===== src/verilog/itc_pkg.sv =====
package itc_pkg;

  localparam int NODE_COUNT = 8;
  localparam int TRAP_COUNT = 5;

  // register word addresses
  localparam logic [4:0] ADDR_SEGMENT = 5'h00;
  localparam logic [4:0] ADDR_CONFIG = 5'h01;
  localparam logic [4:0] ADDR_TRAP_FLAGS = 5'h02;
  localparam logic [4:0] ADDR_EVENT_STATUS = 5'h03;
  localparam logic [4:0] ADDR_EVENT_MASK = 5'h04;
  localparam logic [4:0] ADDR_NODE_BASE = 5'h08;

  // node control word layout
  localparam int NODE_PRIO_LSB = 0;
  localparam int NODE_ENABLE_BIT = 6;
  localparam int NODE_REQUEST_BIT = 7;
  localparam int NODE_XFER_BIT = 8;

  // configuration and reset values
  localparam int CONFIG_SPACING_LSB = 0;
  localparam logic [1:0] SPACING_RESET = 2'h0;
  localparam int SPACING_BASE_SHIFT = 2;
  localparam logic [7:0] SEGMENT_RESET = 8'h00;

  // event status bits
  localparam int EV_TRAP = 0;
  localparam int EV_IRQ = 1;
  localparam int EV_XFER = 2;
  localparam int EV_WIDTH = 3;

  // hardware traps, index 0 is the most urgent
  localparam logic [6:0] TRAP_NUM [TRAP_COUNT] = '{7'h02, 7'h04, 7'h06, 7'h08, 7'h0A};

  // fixed node trap numbers
  localparam logic [6:0] NODE_NUM [NODE_COUNT] = '{7'h20, 7'h21, 7'h28, 7'h2A, 7'h2B, 7'h43, 7'h48, 7'h4C};
  localparam int UNASSIGNED_NODE = 2;
  localparam int SECOND_ASC_NODE = 6;

  typedef enum logic [1:0] {ST_IDLE = 2'b01, ST_OFFER = 2'b10} state_t;

endpackage


===== src/verilog/vector_calc.sv =====
`timescale 1ns/1ps
`default_nettype none
module vector_calc
(
  // programmed placement
  input wire logic [7:0] segment,
  input wire logic [1:0] spacing,
  // selected trap
  input wire logic [6:0] trap_number,
  output logic [23:0] address
);

  logic [15:0] offset;

  always_comb
  begin
    offset = {9'h000, trap_number} << (itc_pkg::SPACING_BASE_SHIFT + int'(spacing));
    address = {segment, offset};
  end

endmodule
`default_nettype wire


===== src/verilog/node_ctrl.sv =====
`timescale 1ns/1ps
`default_nettype none
module node_ctrl
#(
  parameter bit ASSIGNED = 1'b1
)
(
  // clock and reset
  input wire logic clock,
  input wire logic rst,
  // request sources
  input wire logic hw_event,
  input wire logic svc_clear,
  // software access
  input wire logic wr_sel,
  input wire logic [15:0] wdata,
  output logic [15:0] word
);

  logic [3:0] prio;
  logic enable;
  logic request;
  logic xfer;

  always_ff @(posedge clock)
  begin
    if (rst)
    begin
      prio <= 4'h0;
      enable <= 1'b0;
      xfer <= 1'b0;
    end
    else if (wr_sel)
    begin
      prio <= wdata[itc_pkg::NODE_PRIO_LSB +: 4];
      enable <= wdata[itc_pkg::NODE_ENABLE_BIT];
      xfer <= wdata[itc_pkg::NODE_XFER_BIT];
    end
  end

  // a peripheral event wins over the service clear
  always_ff @(posedge clock)
  begin
    if (rst)
      request <= 1'b0;
    else if (ASSIGNED && hw_event)
      request <= 1'b1;
    else if (wr_sel)
      request <= wdata[itc_pkg::NODE_REQUEST_BIT];
    else if (svc_clear)
      request <= 1'b0;
  end

  always_comb
  begin
    word = 16'h0000;
    word[itc_pkg::NODE_PRIO_LSB +: 4] = prio;
    word[itc_pkg::NODE_ENABLE_BIT] = enable;
    word[itc_pkg::NODE_REQUEST_BIT] = request;
    word[itc_pkg::NODE_XFER_BIT] = xfer;
  end
endmodule
`default_nettype wire


===== src/verilog/trap_vector_unit.sv =====
// Overview of operation
// - every vector address lies in the segment held by the vector segment register
// - vector spacing field selects distance between vectors, four bytes by default
// - each node has a fixed trap number; default offset is number times four
// - the second serial port node acts as unassigned when that port is absent
// - hardware traps are offered at once and cannot be masked
// - each hardware trap sets its own bit in the trap flag register
// - a trap preempts anything except a higher or equal priority trap service
// - during trap service no interrupt or transfer request is offered
// - software may set a node request bit and it is serviced normally
// - each node has request flag, enable flag and sixteen-level priority
// - only a strictly higher priority than the current level is offered
//
// The address-and-strobe port and the address map were chosen for this implementation.
`timescale 1ns/1ps
`default_nettype none
module trap_vector_unit
#(
  parameter bit HAS_SECOND_ASC = 1'b1
)
(
  // clock and reset
  input wire logic CLOCK,
  input wire logic RST,
  // register port
  input wire logic [4:0] ADDR,
  input wire logic [15:0] WDATA,
  input wire logic WR,
  input wire logic RD,
  output logic [15:0] RDATA,
  // request sources
  input wire logic [itc_pkg::TRAP_COUNT-1:0] TRAP_EVENT,
  input wire logic [itc_pkg::NODE_COUNT-1:0] NODE_EVENT,
  // core side
  input wire logic [3:0] CPU_LEVEL,
  input wire logic SERVICE_ACK,
  input wire logic TRAP_RETURN,
  output logic VECTOR_REQ,
  output logic VECTOR_IS_TRAP,
  output logic [6:0] VECTOR_TRAP,
  output logic [23:0] VECTOR_ADDR,
  output logic TRANSFER_REQ,
  output logic [2:0] TRANSFER_NODE,
  // interrupt
  output logic IRQ
);

  localparam int NC = itc_pkg::NODE_COUNT;
  localparam int TC = itc_pkg::TRAP_COUNT;

  itc_pkg::state_t state;
  logic [7:0] segment;
  logic [1:0] spacing;
  logic [TC-1:0] trap_flags, trap_pending, in_svc, next_in_svc;
  logic [itc_pkg::EV_WIDTH-1:0] event_status, event_mask, event_set;
  logic [15:0] node_word [NC];
  logic [NC-1:0] node_req, node_en, node_xfer, node_wr, node_clear;
  logic [3:0] node_prio [NC];
  logic [2:0] offer_idx, trap_idx, node_idx, node_sel;
  logic [3:0] offer_prio, node_best;
  logic trap_found, blocked, node_found, ack_trap, ack_node, dropped, node_hit;
  logic [6:0] next_number;
  logic [23:0] next_addr;

  ////////////////////////////////////////////////////////////////////////////////
  // request nodes

  assign node_hit = ADDR >= itc_pkg::ADDR_NODE_BASE && ADDR < itc_pkg::ADDR_NODE_BASE + 5'(NC);
  assign node_sel = 3'(ADDR - itc_pkg::ADDR_NODE_BASE);

  genvar k;
  generate
    for (k = 0; k < NC; k++)
    begin : g_node
      localparam bit ASSIGNED = (k != itc_pkg::UNASSIGNED_NODE) &&
                                (k != itc_pkg::SECOND_ASC_NODE || HAS_SECOND_ASC);
      assign node_wr[k] = WR && node_hit && node_sel == 3'(k);
      assign node_clear[k] = ack_node && offer_idx == 3'(k);
      node_ctrl #(.ASSIGNED(ASSIGNED)) u_node
      (
        .clock(CLOCK),
        .rst(RST),
        .hw_event(NODE_EVENT[k]),
        .svc_clear(node_clear[k]),
        .wr_sel(node_wr[k]),
        .wdata(WDATA),
        .word(node_word[k])
      );
      assign node_req[k] = node_word[k][itc_pkg::NODE_REQUEST_BIT];
      assign node_en[k] = node_word[k][itc_pkg::NODE_ENABLE_BIT];
      assign node_xfer[k] = node_word[k][itc_pkg::NODE_XFER_BIT];
      assign node_prio[k] = node_word[k][itc_pkg::NODE_PRIO_LSB +: 4];
    end
  endgenerate

  ////////////////////////////////////////////////////////////////////////////////
  // selection

  always_comb
  begin
    trap_found = 1'b0;
    trap_idx = 3'h0;
    blocked = 1'b0;
    for (int i = 0; i < TC; i++)
    begin
      blocked = blocked | in_svc[i];
      if (!trap_found && trap_pending[i] && !blocked)
      begin
        trap_found = 1'b1;
        trap_idx = 3'(i);
      end
    end
  end

  // strict compare keeps the lower node on a tie
  always_comb
  begin
    node_found = 1'b0;
    node_idx = 3'h0;
    node_best = CPU_LEVEL;
    for (int i = 0; i < NC; i++)
    begin
      if (node_req[i] && node_en[i] && node_prio[i] > node_best)
      begin
        node_found = 1'b1;
        node_idx = 3'(i);
        node_best = node_prio[i];
      end
    end
  end

  assign next_number = trap_found ? itc_pkg::TRAP_NUM[trap_idx] : itc_pkg::NODE_NUM[node_idx];

  vector_calc u_vector
  (
    .segment(segment),
    .spacing(spacing),
    .trap_number(next_number),
    .address(next_addr)
  );

  ////////////////////////////////////////////////////////////////////////////////
  // offer to the core

  assign ack_trap = SERVICE_ACK && state == itc_pkg::ST_OFFER && VECTOR_IS_TRAP;
  assign ack_node = SERVICE_ACK && state == itc_pkg::ST_OFFER && !VECTOR_IS_TRAP;

  // the offer is re-chosen every cycle so a new trap displaces a waiting request
  always_ff @(posedge CLOCK)
  begin
    if (RST || SERVICE_ACK)
    begin
      state <= itc_pkg::ST_IDLE;
      VECTOR_REQ <= 1'b0;
      VECTOR_IS_TRAP <= 1'b0;
      TRANSFER_REQ <= 1'b0;
    end
    else if (trap_found)
    begin
      state <= itc_pkg::ST_OFFER;
      VECTOR_REQ <= 1'b1;
      VECTOR_IS_TRAP <= 1'b1;
      TRANSFER_REQ <= 1'b0;
    end
    else if (node_found && in_svc == '0)
    begin
      state <= itc_pkg::ST_OFFER;
      VECTOR_REQ <= !node_xfer[node_idx];
      VECTOR_IS_TRAP <= 1'b0;
      TRANSFER_REQ <= node_xfer[node_idx];
    end
    else
    begin
      state <= itc_pkg::ST_IDLE;
      VECTOR_REQ <= 1'b0;
      VECTOR_IS_TRAP <= 1'b0;
      TRANSFER_REQ <= 1'b0;
    end
  end

  always_ff @(posedge CLOCK)
  begin
    if (RST)
    begin
      offer_idx <= 3'h0;
      offer_prio <= 4'h0;
      VECTOR_TRAP <= 7'h00;
      VECTOR_ADDR <= 24'h000000;
      TRANSFER_NODE <= 3'h0;
    end
    else
    begin
      offer_idx <= trap_found ? trap_idx : node_idx;
      offer_prio <= node_best;
      VECTOR_TRAP <= next_number;
      VECTOR_ADDR <= next_addr;
      TRANSFER_NODE <= node_idx;
    end
  end

  ////////////////////////////////////////////////////////////////////////////////
  // trap bookkeeping

  // an event in the clearing cycle keeps its flag
  always_ff @(posedge CLOCK)
  begin
    if (RST)
      trap_flags <= '0;
    else if (WR && ADDR == itc_pkg::ADDR_TRAP_FLAGS)
      trap_flags <= (trap_flags & ~WDATA[TC-1:0]) | TRAP_EVENT;
    else
      trap_flags <= trap_flags | TRAP_EVENT;
  end

  always_ff @(posedge CLOCK)
  begin
    if (RST)
      trap_pending <= '0;
    else
      trap_pending <= (trap_pending & ~(TC'(ack_trap) << offer_idx)) | TRAP_EVENT;
  end

  // return ends the most urgent running trap, nesting unwinds in order
  always_comb
  begin
    next_in_svc = in_svc;
    dropped = 1'b0;
    for (int i = 0; i < TC; i++)
    begin
      if (TRAP_RETURN && !dropped && in_svc[i])
      begin
        next_in_svc[i] = 1'b0;
        dropped = 1'b1;
      end
    end
    if (ack_trap)
      next_in_svc[offer_idx] = 1'b1;
  end

  always_ff @(posedge CLOCK)
  begin
    if (RST)
      in_svc <= '0;
    else
      in_svc <= next_in_svc;
  end

  ////////////////////////////////////////////////////////////////////////////////
  // registers and interrupt

  always_ff @(posedge CLOCK)
  begin
    if (RST)
    begin
      segment <= itc_pkg::SEGMENT_RESET;
      spacing <= itc_pkg::SPACING_RESET;
      event_mask <= '0;
    end
    else if (WR)
    begin
      if (ADDR == itc_pkg::ADDR_SEGMENT)
        segment <= WDATA[7:0];
      if (ADDR == itc_pkg::ADDR_CONFIG)
        spacing <= WDATA[itc_pkg::CONFIG_SPACING_LSB +: 2];
      if (ADDR == itc_pkg::ADDR_EVENT_MASK)
        event_mask <= WDATA[itc_pkg::EV_WIDTH-1:0];
    end
  end

  always_comb
  begin
    event_set = '0;
    event_set[itc_pkg::EV_TRAP] = ack_trap;
    event_set[itc_pkg::EV_IRQ] = ack_node && VECTOR_REQ;
    event_set[itc_pkg::EV_XFER] = ack_node && TRANSFER_REQ;
  end

  // read clears, a new event in that cycle survives
  always_ff @(posedge CLOCK)
  begin
    if (RST)
      event_status <= '0;
    else if (RD && ADDR == itc_pkg::ADDR_EVENT_STATUS)
      event_status <= event_set;
    else
      event_status <= event_status | event_set;
  end

  always_ff @(posedge CLOCK)
  begin
    if (RST)
      IRQ <= 1'b0;
    else
      IRQ <= |(event_status & event_mask);
  end

  always_ff @(posedge CLOCK)
  begin
    if (RST || !RD)
      RDATA <= 16'h0000;
    else if (node_hit)
      RDATA <= node_word[node_sel];
    else
    begin
      unique case (ADDR)
        itc_pkg::ADDR_SEGMENT: RDATA <= {8'h00, segment};
        itc_pkg::ADDR_CONFIG: RDATA <= {14'h0000, spacing};
        itc_pkg::ADDR_TRAP_FLAGS: RDATA <= 16'(trap_flags);
        itc_pkg::ADDR_EVENT_STATUS: RDATA <= 16'(event_status);
        itc_pkg::ADDR_EVENT_MASK: RDATA <= 16'(event_mask);
        default: RDATA <= 16'h0000;
      endcase
    end
  end
endmodule
`default_nettype wire


===== config.mk =====
export PLATFORM = sky130hd
export DESIGN_NAME = trap_vector_unit
export DESIGN_NICKNAME = d
export VERILOG_FILES = /design/src/verilog/itc_pkg.sv /design/src/verilog/vector_calc.sv /design/src/verilog/node_ctrl.sv /design/src/verilog/trap_vector_unit.sv
export SDC_FILE = /design/constraint.sdc
export NUM_CORES = 1
export LEC_CHECK = 0
export ABC_AREA = 1
export BUFFER_PORTS_ARGS = -buffer_cell sky130_fd_sc_hd__buf_2
export CAP_MARGIN = 20
export CORE_MARGIN = 2
export CORE_UTILIZATION = 33
export DETAILED_ROUTE_END_ITERATION = 6
export GPL_ROUTABILITY_DRIVEN = 0
export GPL_TIMING_DRIVEN = 0
export PLACE_DENSITY_LB_ADDON = 0.1
export SYNTH_ARGS = -nofsm -noshare
export SYNTH_HDL_FRONTEND = slang
export SYNTH_HIERARCHICAL = 1
export SYNTH_SLANG_ARGS = --single-unit
export TNS_END_PERCENT = 30

===== constraint.sdc =====
create_clock -name CLOCK -period 25 [get_ports CLOCK]
set_input_delay 3.75 -clock CLOCK [delete_from_list [all_inputs] [get_ports CLOCK]]
set_output_delay 3.75 -clock CLOCK [all_outputs]
set_load 0.03 [all_outputs]

==> tab_implementation.tex, run 1 <==
\begin{tabular}{lr}
\hline
Metric & Value \\
\hline
\multicolumn{2}{l}{\textbf{Status}} \\
Outcome & complete, no violations \\
\multicolumn{2}{l}{\textbf{Logic synthesis}} \\
Synth warn & 6 \\
Mean cell area of the mapped netlist & 7.13 um2 \\
Cell type contributing the most total cell area after synthesis & sky130\_fd\_sc\_hd\_\_dfxtp\_1 \\
Largest cells by area after synthesis & sky130\_fd\_sc\_hd\_\_dfxtp\_1 (33\%), sky130\_fd\_sc\_hd\_\_nand2\_1 (9.8\%), sky130\_fd\_sc\_hd\_\_buf\_4 (9.6\%) \\
Flop and latch count out of synthesis & 145 \\
Gate count of the mapped netlist & 1224 \\
Number of enable-type register cells in the synthesized netlist & 0 \\
Share of flip-flops with an asynchronous set or reset & 0\% \\
Most numerous cell in the Yosys netlist & sky130\_fd\_sc\_hd\_\_nand2\_1 \\
Netlist cell types & 42 \\
Dominant register cell in the synthesized netlist & sky130\_fd\_sc\_hd\_\_dfxtp\_1 \\
Seq/Total Area, Yosys & 33.3\% \\
Commonest cells in the netlist & sky130\_fd\_sc\_hd\_\_nand2\_1 (229), sky130\_fd\_sc\_hd\_\_dfxtp\_1 (145), sky130\_fd\_sc\_hd\_\_inv\_1 (129) \\
Synth top area share & 33.3\% \\
Synthesized cell area & 0.00873 mm2 \\
\multicolumn{2}{l}{\textbf{Worst setup path}} \\
Class of the most critical setup path & in -> reg \\
Critical-path cell with the highest stage delay & sky130\_fd\_sc\_hd\_\_o2111ai\_1 \\
Critical path endpoint category & register \\
Max FO, Critical Path & 10 \\
Req. time, crit path & 25.31 ns \\
Most frequent cell on the critical path & sky130\_fd\_sc\_hd\_\_nand2\_1 \\
WP data arrival & 13.98 ns \\
Kind of start point of the critical path & input port \\
Number of buffers and inverters on the critical path & 10 \\
Largest stage delay, worst path & 0.72 ns \\
Family of cells with the greatest summed delay on the critical path & simple AND/OR/NAND/NOR gates \\
\multicolumn{2}{l}{\textbf{Clocking}} \\
Number of buffers on the longest clock path & 2 \\
Number of buffers created by CTS & 17 \\
Buffer count from post-CTS setup fixing & 0 \\
Latest clock arrival within the worst-skew pair & 0.43 ns \\
Register clock-pin slew on the reported worst setup and hold paths & 0.07 ns \\
Cts hold-fix bufs & 0 \\
TritonCTS clock tree & built \\
Clock net sink count & 145 \\
Total of cells resized after clock tree synthesis & 0 \\
\# H-tree levels & 4 \\
Root cell of the clock tree & sky130\_fd\_sc\_hd\_\_clkbuf\_16 \\
\multicolumn{2}{l}{\textbf{Routing}} \\
Residual DRC count & 0 \\
Wire length per cell & 15.2 um \\
Vias per cell & 4.55 \\
Via Count & 7957 \\
Routed wire length & 26600 um \\
DRT antenna net count & 0 \\
First-pass iteration count of the detailed router & 4 \\
Drt first-iter violations & 480 \\
\multicolumn{2}{l}{\textbf{GRT}} \\
Antenna violations before repair & 1 \\
Maximum number of pins on one net before global-route repair & 52 \\
Aggregate global routing overflow & 0 \\
Total GRT Usage & 19.4\% \\
Global-route wire length before repair & 42000 um \\
Vias in the first global route & 7531 \\
\multicolumn{2}{l}{\textbf{Cells and area}} \\
Area Overhead vs Synth & 19.4\% \\
Share of layout cells above drive strength 1 & 23.8\% \\
Fin nets & 1471 \\
Final core utilization & 40.1\% \\
Final cell count without fillers & 1749 \\
\multicolumn{2}{l}{\textbf{Timing}} \\
Final critical-path setup slack & 11.33 ns \\
Worst-margin pin slew & 1.08 ns \\
Part of the cycle the worst path needs & 54.7\% \\
Timing-limited maximum frequency & 73.1 MHz \\
Clock skew & 0.00844 ns \\
Unrepaired setup endpoints after global routing & no \\
Max transition margin & 28.0\% \\
Setup TNS & 0 ns \\
Setup-violating endpoint count in the final report & 0 \\
Max-slew violation count & 0 \\
Hold\_ws & 0.460 ns \\
Minimum clock period after layout & 13.67 ns \\
Final count of hold timing violations & 0 \\
\multicolumn{2}{l}{\textbf{Floorplanning}} \\
Die footprint & 0.0278 mm2 \\
Row count & 59 \\
Core area & 0.0260 mm2 \\
X dimension of the die & 167 um \\
Die height & 167 um \\
Starting Density & 33.6\% \\
Number of ports placed on the die boundary & 98 \\
\multicolumn{2}{l}{\textbf{Pwr}} \\
Power density normalized to cell area & 55.2 mW/mm2 \\
Static power due to leakage & 4.83 nW \\
Max IR drop VDD & 0.0289 mV \\
\multicolumn{2}{l}{\textbf{Place}} \\
DP Wirelength & 20200 um \\
DP Worst Slack & 10.92 ns \\
Port buffer count & 86 \\
Cell total after placement & 1716 \\
\multicolumn{2}{l}{\textbf{Hold path}} \\
Type of the worst min-delay path & reg -> reg \\
\multicolumn{2}{l}{\textbf{Job}} \\
Max-capacitance violation count & 0 \\
\hline
\end{tabular}
==> cell type report <==
class | instances | area [um2]
plain buffers | 144 | 1040
fillers | 2873 | 15600
inverters | 149 | 572
repair buffers | 87 | 435
diodes | 1 | 2.50
well taps | 335 | 419
flip-flops and latches | 145 | 2900
clock buffers | 18 | 429
clock inverters | 14 | 146
multi-input cells | 856 | 4480
==> cells in the final DEF (no fill, tap or decap), types with 11 or more instances in the layout <==
master                      instances
sky130_fd_sc_hd__o21ai_0           51
sky130_fd_sc_hd__nand3_1           79
sky130_fd_sc_hd__conb_1            80
sky130_fd_sc_hd__nor2_2            11
sky130_fd_sc_hd__nor3_1            16
sky130_fd_sc_hd__nor2_1            96
sky130_fd_sc_hd__ha_1              27
sky130_fd_sc_hd__a21oi_1          112
sky130_fd_sc_hd__a22oi_1           45
sky130_fd_sc_hd__clkbuf_16         17
sky130_fd_sc_hd__buf_4            112
sky130_fd_sc_hd__nand2_1          229
sky130_fd_sc_hd__dfxtp_1          145
sky130_fd_sc_hd__inv_1            129
sky130_fd_sc_hd__nand2_2           26
sky130_fd_sc_hd__clkbuf_1          21
sky130_fd_sc_hd__buf_2             87
sky130_fd_sc_hd__inv_2             13
sky130_fd_sc_hd__nand3_2           19
==> power by group <==
group	total [mW]	switching [mW]	internal (mW)	leakage (nW)
logic	0.0767	0.0484	0.0282	3.38
registers	0.241	0.00330	0.237	1.18
clock network	0.258	0.117	0.141	0.270
total	0.576	0.169	0.406	4.83
==> cell families (layout without fill, tap and decap cells) <==
group / count (synthesis) / in the layout / synth area share (%)
flip-flops: 145 / 145 / 33.3
AND/OR/NAND/NOR: 502 / 502 / 27.3
AO/OA/AOI/OAI: 247 / 247 / 16.7
other: 10 / 81 / 0.430
buffers and inverters: 293 / 412 / 18.4
adder cells (fa/ha/maj): 27 / 27 / 3.87
==> worst paths after layout <==
check,slack (ns),endpoint,startpoint,depth (start not counted)
hold / removal,0.46,g_node[0].u_node/enable,g_node[0].u_node/enable,2
hold reg to reg,0.46,g_node[0].u_node/enable,g_node[0].u_node/enable,2
setup reg to reg,14.37,VECTOR_ADDR[8],g_node[0].u_node/prio[3],64
setup / recovery,11.33,VECTOR_ADDR[8],CPU_LEVEL[3],66
==> worst min-delay path, cell delays in order (launching register included) <==
cell,delay (ns)
sky130_fd_sc_hd__dfxtp_1,0.31
sky130_fd_sc_hd__nand2_1,0.06
sky130_fd_sc_hd__a21oi_1,0.05
==> stage by stage <==
stage / instance area [um2] / total power [mW]
floorplan: 8990 / 0.298
global placement: 9840 / 0.321
detailed placement: 9840 / 0.322
CTS: 10400 / 0.581
global route: 10400 / 0.601
finish: 10400 / 0.576
==> sequential cells by signal (all words and copies together), names as in the netlist, 6 cells and up <==
name and flops:
RDATA 16, g_node.u_node/enable 8, g_node.u_node/prio 32, segment 8
g_node.u_node/xfer 8, VECTOR_ADDR 24, VECTOR_TRAP 6, g_node.u_node/request 8
==> layer usage <==
metal / vias up / share of wire, % / global-route usage [%]
li1: 4166 / - / -
met3: 34 / 3.2 / 3.16
met4: 0 / 1.9 / 6.00
met2: 134 / 45 / 30.9
met5: - / 0 / 0
met1: 3623 / 50 / 26.8
No activity file was read; power rests on OpenSTA's default activity.
==> run 2, diff against run 1 <==
==> constraint.sdc (replaced) <==
create_clock -name CLOCK -period 12.29 [get_ports CLOCK]
set_input_delay 1.8435 -clock CLOCK [delete_from_list [all_inputs] [get_ports CLOCK]]
set_output_delay 1.8435 -clock CLOCK [all_outputs]
set_load 0.03 [all_outputs]
==> run 2 against run 1 <==
Compared with the run above:
- clock skew about the same
- worst hold slack about the same
- sequential cell count unchanged
- utilization up 0.12 points
- critical path depth up 3
- highest routed layer unchanged
==> tab_implementation.tex, run 2 (same netlist as run 1, synthesis figures left out) <==
\begin{tabular}{lr}
\hline
Metric & Value \\
\hline
\multicolumn{2}{l}{\textbf{Status}} \\
Outcome & complete, no violations \\
\multicolumn{2}{l}{\textbf{Floorplanning}} \\
Row count & 59 (unchanged) \\
X dimension of the die & 167 um (unchanged) \\
Number of ports placed on the die boundary & 98 (unchanged) \\
Starting Density & 33.6\% (unchanged) \\
Die height & 167 um (unchanged) \\
Die footprint & 0.0278 mm2 (unchanged) \\
Core area & 0.0260 mm2 (unchanged) \\
\multicolumn{2}{l}{\textbf{Timing}} \\
Minimum clock period after layout & 11.22 ns \\
Worst-margin pin slew & 1.08 ns (+0.00294 ns) \\
Final count of hold timing violations & 0 (unchanged) \\
Unrepaired setup endpoints after global routing & no \\
Hold\_ws & 0.460 ns (-0.00000600 ns) \\
Timing-limited maximum frequency & 89.1 MHz \\
Setup TNS & 0 ns (unchanged) \\
Max-slew violation count & 0 (unchanged) \\
Setup-violating endpoint count in the final report & 0 (unchanged) \\
Max transition margin & 27.8\% (-0.20 points) \\
Part of the cycle the worst path needs & 91.3\% \\
Clock skew & 0.00804 ns (-0.000397 ns) \\
\multicolumn{2}{l}{\textbf{Worst setup path}} \\
Number of cells on the worst reg-to-reg path & 67 (+4.7\%) \\
R2r setup slk & 2.20 ns (-12.17 ns) \\
Class of the most critical setup path & in -> reg \\
Critical-path cell with the highest stage delay & sky130\_fd\_sc\_hd\_\_ha\_1 \\
WP data arrival & 11.59 ns (-2.39 ns) \\
Largest stage delay, worst path & 0.37 ns (-0.35 ns) \\
Critical path endpoint category & register \\
Most frequent cell on the critical path & sky130\_fd\_sc\_hd\_\_nand2\_1 \\
FF-to-FF Start & g\_node[0].u\_node/prio[3] \\
Max FO, Critical Path & 10 (unchanged) \\
Kind of start point of the critical path & input port \\
Req. time, crit path & 12.66 ns (-12.65 ns) \\
Worst setup path startpoint & CPU\_LEVEL[3] \\
\multicolumn{2}{l}{\textbf{Routing}} \\
Vias per cell & 4.55 (about the same) \\
Routed wire length & 26700 um (+0.24\%) \\
DRT antenna net count & 0 (unchanged) \\
Via Count & 7963 (+0.075\%) \\
First-pass iteration count of the detailed router & 5 (+1) \\
Residual DRC count & 0 (unchanged) \\
Wire length per cell & 15.3 um (+0.24\%) \\
Drt first-iter violations & 480 (unchanged) \\
\multicolumn{2}{l}{\textbf{Place}} \\
Port buffer count & 86 (unchanged) \\
DP Wirelength & 20200 um (unchanged) \\
\multicolumn{2}{l}{\textbf{Clocking}} \\
Register clock-pin slew on the reported worst setup and hold paths & 0.07 ns (about the same) \\
Clock net sink count & 145 (unchanged) \\
Latest clock arrival within the worst-skew pair & 0.43 ns (about the same) \\
Root cell of the clock tree & sky130\_fd\_sc\_hd\_\_clkbuf\_16 \\
\# H-tree levels & 4 (unchanged) \\
Cts hold-fix bufs & 0 (unchanged) \\
Number of buffers created by CTS & 17 (unchanged) \\
TritonCTS clock tree & built \\
Number of buffers on the longest clock path & 2 (unchanged) \\
\multicolumn{2}{l}{\textbf{Cells and area}} \\
Highest-count cells in the layout ignoring fill and taps & sky130\_fd\_sc\_hd\_\_nand2\_1 (228), sky130\_fd\_sc\_hd\_\_dfxtp\_1 (145), sky130\_fd\_sc\_hd\_\_inv\_1 (129) \\
Leading cell type in the layout, fill and taps excluded & sky130\_fd\_sc\_hd\_\_nand2\_1 \\
Share of layout cells above drive strength 1 & 24.0\% (+0.14 points) \\
Register Area & 0.00290 mm2 (unchanged) \\
Register with the most flip-flops & g\_node.u\_node/prio \\
Biggest regs & g\_node.u\_node/prio x32, VECTOR\_ADDR x24, RDATA x16 \\
Final-layout fill cell count & 2870 (-0.10\%) \\
Area taken by multi-input logic gates & 0.00451 mm2 (+0.70\%) \\
Max reg flops & 32 (unchanged) \\
Area Overhead vs Synth & 19.8\% \\
Fin nets & 1471 (unchanged) \\
Final core utilization & 40.2\% (+0.12 points) \\
\multicolumn{2}{l}{\textbf{Pwr}} \\
Power density normalized to cell area & 112 mW/mm2 (+100\%) \\
Static power due to leakage & 4.83 nW (about the same) \\
Max IR drop VDD & 0.0589 mV (+100\%) \\
\multicolumn{2}{l}{\textbf{GRT}} \\
Total GRT Usage & 19.4\% (unchanged) \\
Aggregate global routing overflow & 0 (unchanged) \\
Global-route wire length before repair & 42000 um (unchanged) \\
Maximum number of pins on one net before global-route repair & 52 (unchanged) \\
Vias in the first global route & 7531 (unchanged) \\
Antenna violations before repair & 1 (unchanged) \\
\multicolumn{2}{l}{\textbf{Hold path}} \\
Number of cells on the worst hold path & 2 (unchanged) \\
Min-Delay Startpoint & g\_node[0].u\_node/enable \\
Type of the worst min-delay path & reg -> reg \\
\multicolumn{2}{l}{\textbf{Job}} \\
Max-capacitance violation count & 0 (unchanged) \\
\hline
\end{tabular}
[run 2: worst max-delay path: cells and delay by family]
kind,cells,cell delay [ns]
buffers and inverters,11,0.80
adder cells (fa/ha/maj),8,2.57
AND/OR/NAND/NOR,34,3.54
AO/OA/AOI/OAI,16,2.84
[run 2: layout make-up]
class / count / area share [%]
inverter: 149 / 5.47
clock inverter: 14 / 1.40
tap: 335 / 4.01
multi-input combinational: 856 / 43.1
timing repair buffer: 87 / 4.17
antenna: 1 / 0.0239
buffer: 144 / 9.91
clock buffer: 18 / 4.11
sequential: 145 / 27.8
[run 2: power by group]
part	total (mW)	internal [mW]	leakage, nW	switching (mW)
clock	0.525	0.286	0.270	0.239
combinational	0.157	0.0575	3.38	0.0992
sequential	0.489	0.483	1.18	0.00667
total	1.17	0.827	4.83	0.344
[run 2: path summary, 6_finish.rpt]
kind,to
hold / removal,g_node[0].u_node/enable
setup reg to reg,VECTOR_ADDR[8]
hold reg to reg,g_node[0].u_node/enable
setup / recovery,VECTOR_ADDR[8]
[run 2: layer usage]
layer | global-route usage [%] | wire length (um)
met4 | 6.00 | 509
met2 | 30.9 | 12000
met1 | 26.8 | 13200
met3 | 3.16 | 1000
met5 | 0 | 0
[run 2: metrics by stage]
stage,setup WS (ns),instance area [um2],instances,power (mW)
2_1_floorplan,1.87,8990,1294,0.607
3_3_place_gp,0.170,9840,1715,0.654
3_5_place_dp,0.116,9840,1716,0.654
4_1_cts,0.577,10400,1748,1.18
5_1_grt,0.0761,10500,1749,1.22
6_report,1.07,10500,1749,1.17
[run 2: repair_timing]
item / 4_1_cts / 5_1_grt
setup buffers: 0 / 0
gates resized for setup: 0 / 6
setup endpoints to repair: 0 / 15
==> run 3, diff against run 2 <==
--- a/config.mk
+++ b/config.mk
@@ -16,6 +16,5 @@
 export PLACE_DENSITY_LB_ADDON = 0.1
 export SYNTH_ARGS = -nofsm -noshare
 export SYNTH_HDL_FRONTEND = slang
-export SYNTH_HIERARCHICAL = 1
 export SYNTH_SLANG_ARGS = --single-unit
 export TNS_END_PERCENT = 30
==> run 3 against run 2 <==
Compared with the run above:
- sequential power decreased by 5.5%
- routed wire length decreased by 14%
- final area decreased by 19%
- non-clock buffer count decreased by 118
- critical path type unchanged
- critical endpoint is now VECTOR_ADDR[7]
==> tab_implementation.tex, run 3 <==
\begin{tabular}{lr}
\hline
Metric & Value \\
\hline
\multicolumn{2}{l}{\textbf{Pwr}} \\
Fraction of power spent switching nets & 27.0\% (-2.4 points) \\
Overall power of the completed layout & 1.11 mW (-4.9\%) \\
Clock network fraction of design power & 47.8\% (+3.0 points) \\
Power density normalized to cell area & 132 mW/mm2 (+18\%) \\
Sequential Power Share & 41.5\% (-0.3 points) \\
Psw & 0.300 mW (-13\%) \\
Max IR drop VDD & 0.0924 mV (+57\%) \\
Proportion of power drawn by combinational gates & 10.7\% (-2.7 points) \\
Power Internal & 0.813 mW (-1.6\%) \\
Static power due to leakage & 3.79 nW (-21\%) \\
\multicolumn{2}{l}{\textbf{Timing}} \\
Part of the cycle the worst path needs & 90.5\% (-0.84 points) \\
Minimum clock period after layout & 11.12 ns (-0.104 ns) \\
Setup-violating endpoint count in the final report & 0 (unchanged) \\
Clock skew & 0.00810 ns (+0.0000628 ns) \\
Final critical-path setup slack & 1.17 ns (+0.104 ns) \\
Final count of hold timing violations & 0 (unchanged) \\
Max transition margin & 37.6\% (+9.8 points) \\
Worst-margin pin slew & 0.935 ns (-0.148 ns) \\
Timing-limited maximum frequency & 90.0 MHz (+0.93\%) \\
Max-slew violation count & 0 (unchanged) \\
\multicolumn{2}{l}{\textbf{Cells and area}} \\
Leading cell type in the layout, fill and taps excluded & sky130\_fd\_sc\_hd\_\_dfxtp\_1 \\
Fin nets & 1136 (-23\%) \\
Share of layout cells above drive strength 1 & 18.1\% (-5.9 points) \\
Final cell count without fillers & 1353 (-23\%) \\
Final antenna diode count & 0 (-1) \\
Max reg flops & 32 (unchanged) \\
Area Overhead vs Synth & 20.7\% \\
Biggest regs & g\_node.u\_node.prio x32, VECTOR\_ADDR x22, RDATA x9 \\
Highest-count cells in the layout ignoring fill and taps & sky130\_fd\_sc\_hd\_\_dfxtp\_1 (136), sky130\_fd\_sc\_hd\_\_inv\_1 (132), sky130\_fd\_sc\_hd\_\_nand2\_1 (132) \\
Register with the most flip-flops & g\_node.u\_node.prio \\
\multicolumn{2}{l}{\textbf{Logic synthesis}} \\
Commonest cells in the netlist & sky130\_fd\_sc\_hd\_\_dfxtp\_1 (136), sky130\_fd\_sc\_hd\_\_inv\_1 (132), sky130\_fd\_sc\_hd\_\_nand2\_1 (132) \\
Cell type contributing the most total cell area after synthesis & sky130\_fd\_sc\_hd\_\_dfxtp\_1 \\
Synth top area share & 39.0\% (+5.7 points) \\
Netlist cell types & 41 (-2.4\%) \\
Synthesized cell area & 0.00699 mm2 (-20\%) \\
Flop and latch count out of synthesis & 136 (-6.2\%) \\
Dominant register cell in the synthesized netlist & sky130\_fd\_sc\_hd\_\_dfxtp\_1 \\
Share of flip-flops with an asynchronous set or reset & 0\% (unchanged) \\
Seq/Total Area, Yosys & 39.0\% (+5.7 points) \\
Most numerous cell in the Yosys netlist & sky130\_fd\_sc\_hd\_\_dfxtp\_1 \\
Gate count of the mapped netlist & 955 (-22\%) \\
Number of enable-type register cells in the synthesized netlist & 0 (unchanged) \\
Synth warn & 0 (-6) \\
Mean cell area of the mapped netlist & 7.31 um2 (+2.6\%) \\
Largest cells by area after synthesis & sky130\_fd\_sc\_hd\_\_dfxtp\_1 (39\%), sky130\_fd\_sc\_hd\_\_inv\_1 (7.1\%), sky130\_fd\_sc\_hd\_\_nand2\_1 (7.1\%) \\
\multicolumn{2}{l}{\textbf{Status}} \\
Outcome & complete, no violations \\
\multicolumn{2}{l}{\textbf{Floorplanning}} \\
Row count & 53 (-10\%) \\
Core area & 0.0209 mm2 (-20\%) \\
Die footprint & 0.0223 mm2 (-20\%) \\
X dimension of the die & 149 um (-10\%) \\
Die height & 149 um (-10\%) \\
Starting Density & 33.4\% (-0.14 points) \\
Number of ports placed on the die boundary & 98 (unchanged) \\
\multicolumn{2}{l}{\textbf{Worst setup path}} \\
Max FO, Critical Path & 10 (unchanged) \\
Largest stage delay, worst path & 0.35 ns (-0.02 ns) \\
Family of cells with the greatest summed delay on the critical path & simple AND/OR/NAND/NOR gates \\
WP data arrival & 11.43 ns (-0.16 ns) \\
Class of the most critical setup path & in -> reg \\
Req. time, crit path & 12.60 ns (-0.06 ns) \\
Critical path endpoint category & register \\
Number of buffers and inverters on the critical path & 12 (+1) \\
Most frequent cell on the critical path & sky130\_fd\_sc\_hd\_\_nand2\_1 \\
FF-to-FF Start & g\_node[0].u\_node.prio[3] \\
R2r setup slk & 2.33 ns (+0.13 ns) \\
Critical-path cell with the highest stage delay & sky130\_fd\_sc\_hd\_\_ha\_1 \\
Number of cells on the worst reg-to-reg path & 68 (+1.5\%) \\
Kind of start point of the critical path & input port \\
End of the worst register-to-register path & VECTOR\_ADDR[7] \\
\multicolumn{2}{l}{\textbf{Hold path}} \\
Number of cells on the worst hold path & 2 (unchanged) \\
Type of the worst min-delay path & reg -> reg \\
Min-Delay Startpoint & segment[4] \\
Destination of the worst hold path & VECTOR\_ADDR[20] \\
\multicolumn{2}{l}{\textbf{GRT}} \\
Antenna violations before repair & 0 (-1) \\
Total GRT Usage & 21.2\% (+1.8 points) \\
Global-route wire length before repair & 35500 um (-15\%) \\
Maximum number of pins on one net before global-route repair & 17 (-67\%) \\
Aggregate global routing overflow & 0 (unchanged) \\
Vias in the first global route & 6299 (-16\%) \\
\multicolumn{2}{l}{\textbf{Routing}} \\
Drt first-iter violations & 486 (+1.3\%) \\
First-pass iteration count of the detailed router & 7 (+2) \\
DRT antenna net count & 0 (unchanged) \\
Routed wire length & 23000 um (-14\%) \\
Residual DRC count & 0 (unchanged) \\
Wire length per cell & 17.0 um (+11\%) \\
Via Count & 6680 (-16\%) \\
Vias per cell & 4.94 (+8.4\%) \\
\multicolumn{2}{l}{\textbf{Clocking}} \\
Root cell of the clock tree & sky130\_fd\_sc\_hd\_\_clkbuf\_16 \\
Latest clock arrival within the worst-skew pair & 0.43 ns (about the same) \\
Register clock-pin slew on the reported worst setup and hold paths & 0.06 ns (about the same) \\
TritonCTS clock tree & built \\
\# H-tree levels & 4 (unchanged) \\
Clock net sink count & 136 (-6.2\%) \\
Number of buffers on the longest clock path & 2 (unchanged) \\
Number of buffers created by CTS & 17 (unchanged) \\
\multicolumn{2}{l}{\textbf{Job}} \\
Max-capacitance violation count & 0 (unchanged) \\
\multicolumn{2}{l}{\textbf{Place}} \\
DP Wirelength & 17800 um (-12\%) \\
Port buffer count & 76 (-12\%) \\
Cell total after placement & 1320 (-23\%) \\
DP Worst Slack & 0.222 ns (+0.106 ns) \\
\hline
\end{tabular}
## run 3: routing by layer
metal | track usage (%) | vias to the layer above | share of wire (%)
met5 | 0 | - | 0
met4 | 6.67 | 0 | 2.0
met3 | 4.36 | 29 | 6.4
met2 | 31.7 | 182 | 43
met1 | 30.4 | 3087 | 49
li1 | - | 3382 | -
## run 3: cells by family after synthesis
kind of cell	count (synthesis)	share of synthesized area [%]
adders and majority gates	27	4.84
buffers and inverters	172	10.0
DFF	136	39.0
AOI/OAI and AO/OA	248	19.9
and+or+nand+nor	371	26.2
other	1	0.0537
## run 3: worst register-to-register path: cells and delay by family (launching register included)
family	cells	cell delay, ns
simple gates	32	3.45
fa+ha+maj	8	2.57
buf+inv	10	0.83
flops	1	0.41
compound gates	18	2.58
## run 3: repair_timing
action | CTS | global route
hold buffers | 0 | 0
setup endpoints to repair | 0 | 19
gates resized for setup | 0 | 8
setup buffers | 0 | 1
## run 3: cell type report
cell class | instances | area (um2)
fill | 2254 | 12500
multi-input combinational | 660 | 3650
sequential | 136 | 2720
inverter | 137 | 514
clock buffer | 18 | 439
timing repair buffer | 78 | 393
tap | 275 | 344
buffer | 35 | 188
clock inverter | 14 | 174
## run 3: per-stage QoR
step	TNS, ns	hold slack, ns	util (%)	instance area (um2)
after global routing	-0.0130	0.468	40.3	8430
after detailed placement	0	0.441	37.2	7760
final	0	0.449	40.3	8430
after floorplan	0	0.413	-	7030
after global placement	0	0.438	37.1	7760
after CTS	0	0.449	40.1	8380
## run 3: worst max path at each step
stage / startpoint / to / slack (ns) / cells after the start
3_5_place_dp: CPU_LEVEL[2] / VECTOR_ADDR[2] / 0.22 / 68
2_1_floorplan: CPU_LEVEL[3] / VECTOR_ADDR[5] / 2.02 / 71
5_1_grt: CPU_LEVEL[2] / VECTOR_ADDR[7] / -0.01 / 71
3_3_place_gp: CPU_LEVEL[2] / VECTOR_ADDR[2] / 0.16 / 66
4_1_cts: CPU_LEVEL[2] / VECTOR_ADDR[2] / 0.65 / 68
6_report: CPU_LEVEL[2] / VECTOR_ADDR[7] / 1.17 / 70
## run 3: power groups by stage
| stage | Combinational (mW) | Clock, mW | Sequential [mW] |
|---|---|---|---|
| 2_1_floorplan | 0.0703 | 0 | 0.478 |
| 3_3_place_gp | 0.117 | 0 | 0.471 |
| 3_5_place_dp | 0.117 | 0 | 0.472 |
| 4_1_cts | 0.118 | 0.540 | 0.462 |
| 5_1_grt | 0.134 | 0.556 | 0.463 |
| 6_report | 0.119 | 0.532 | 0.462 |
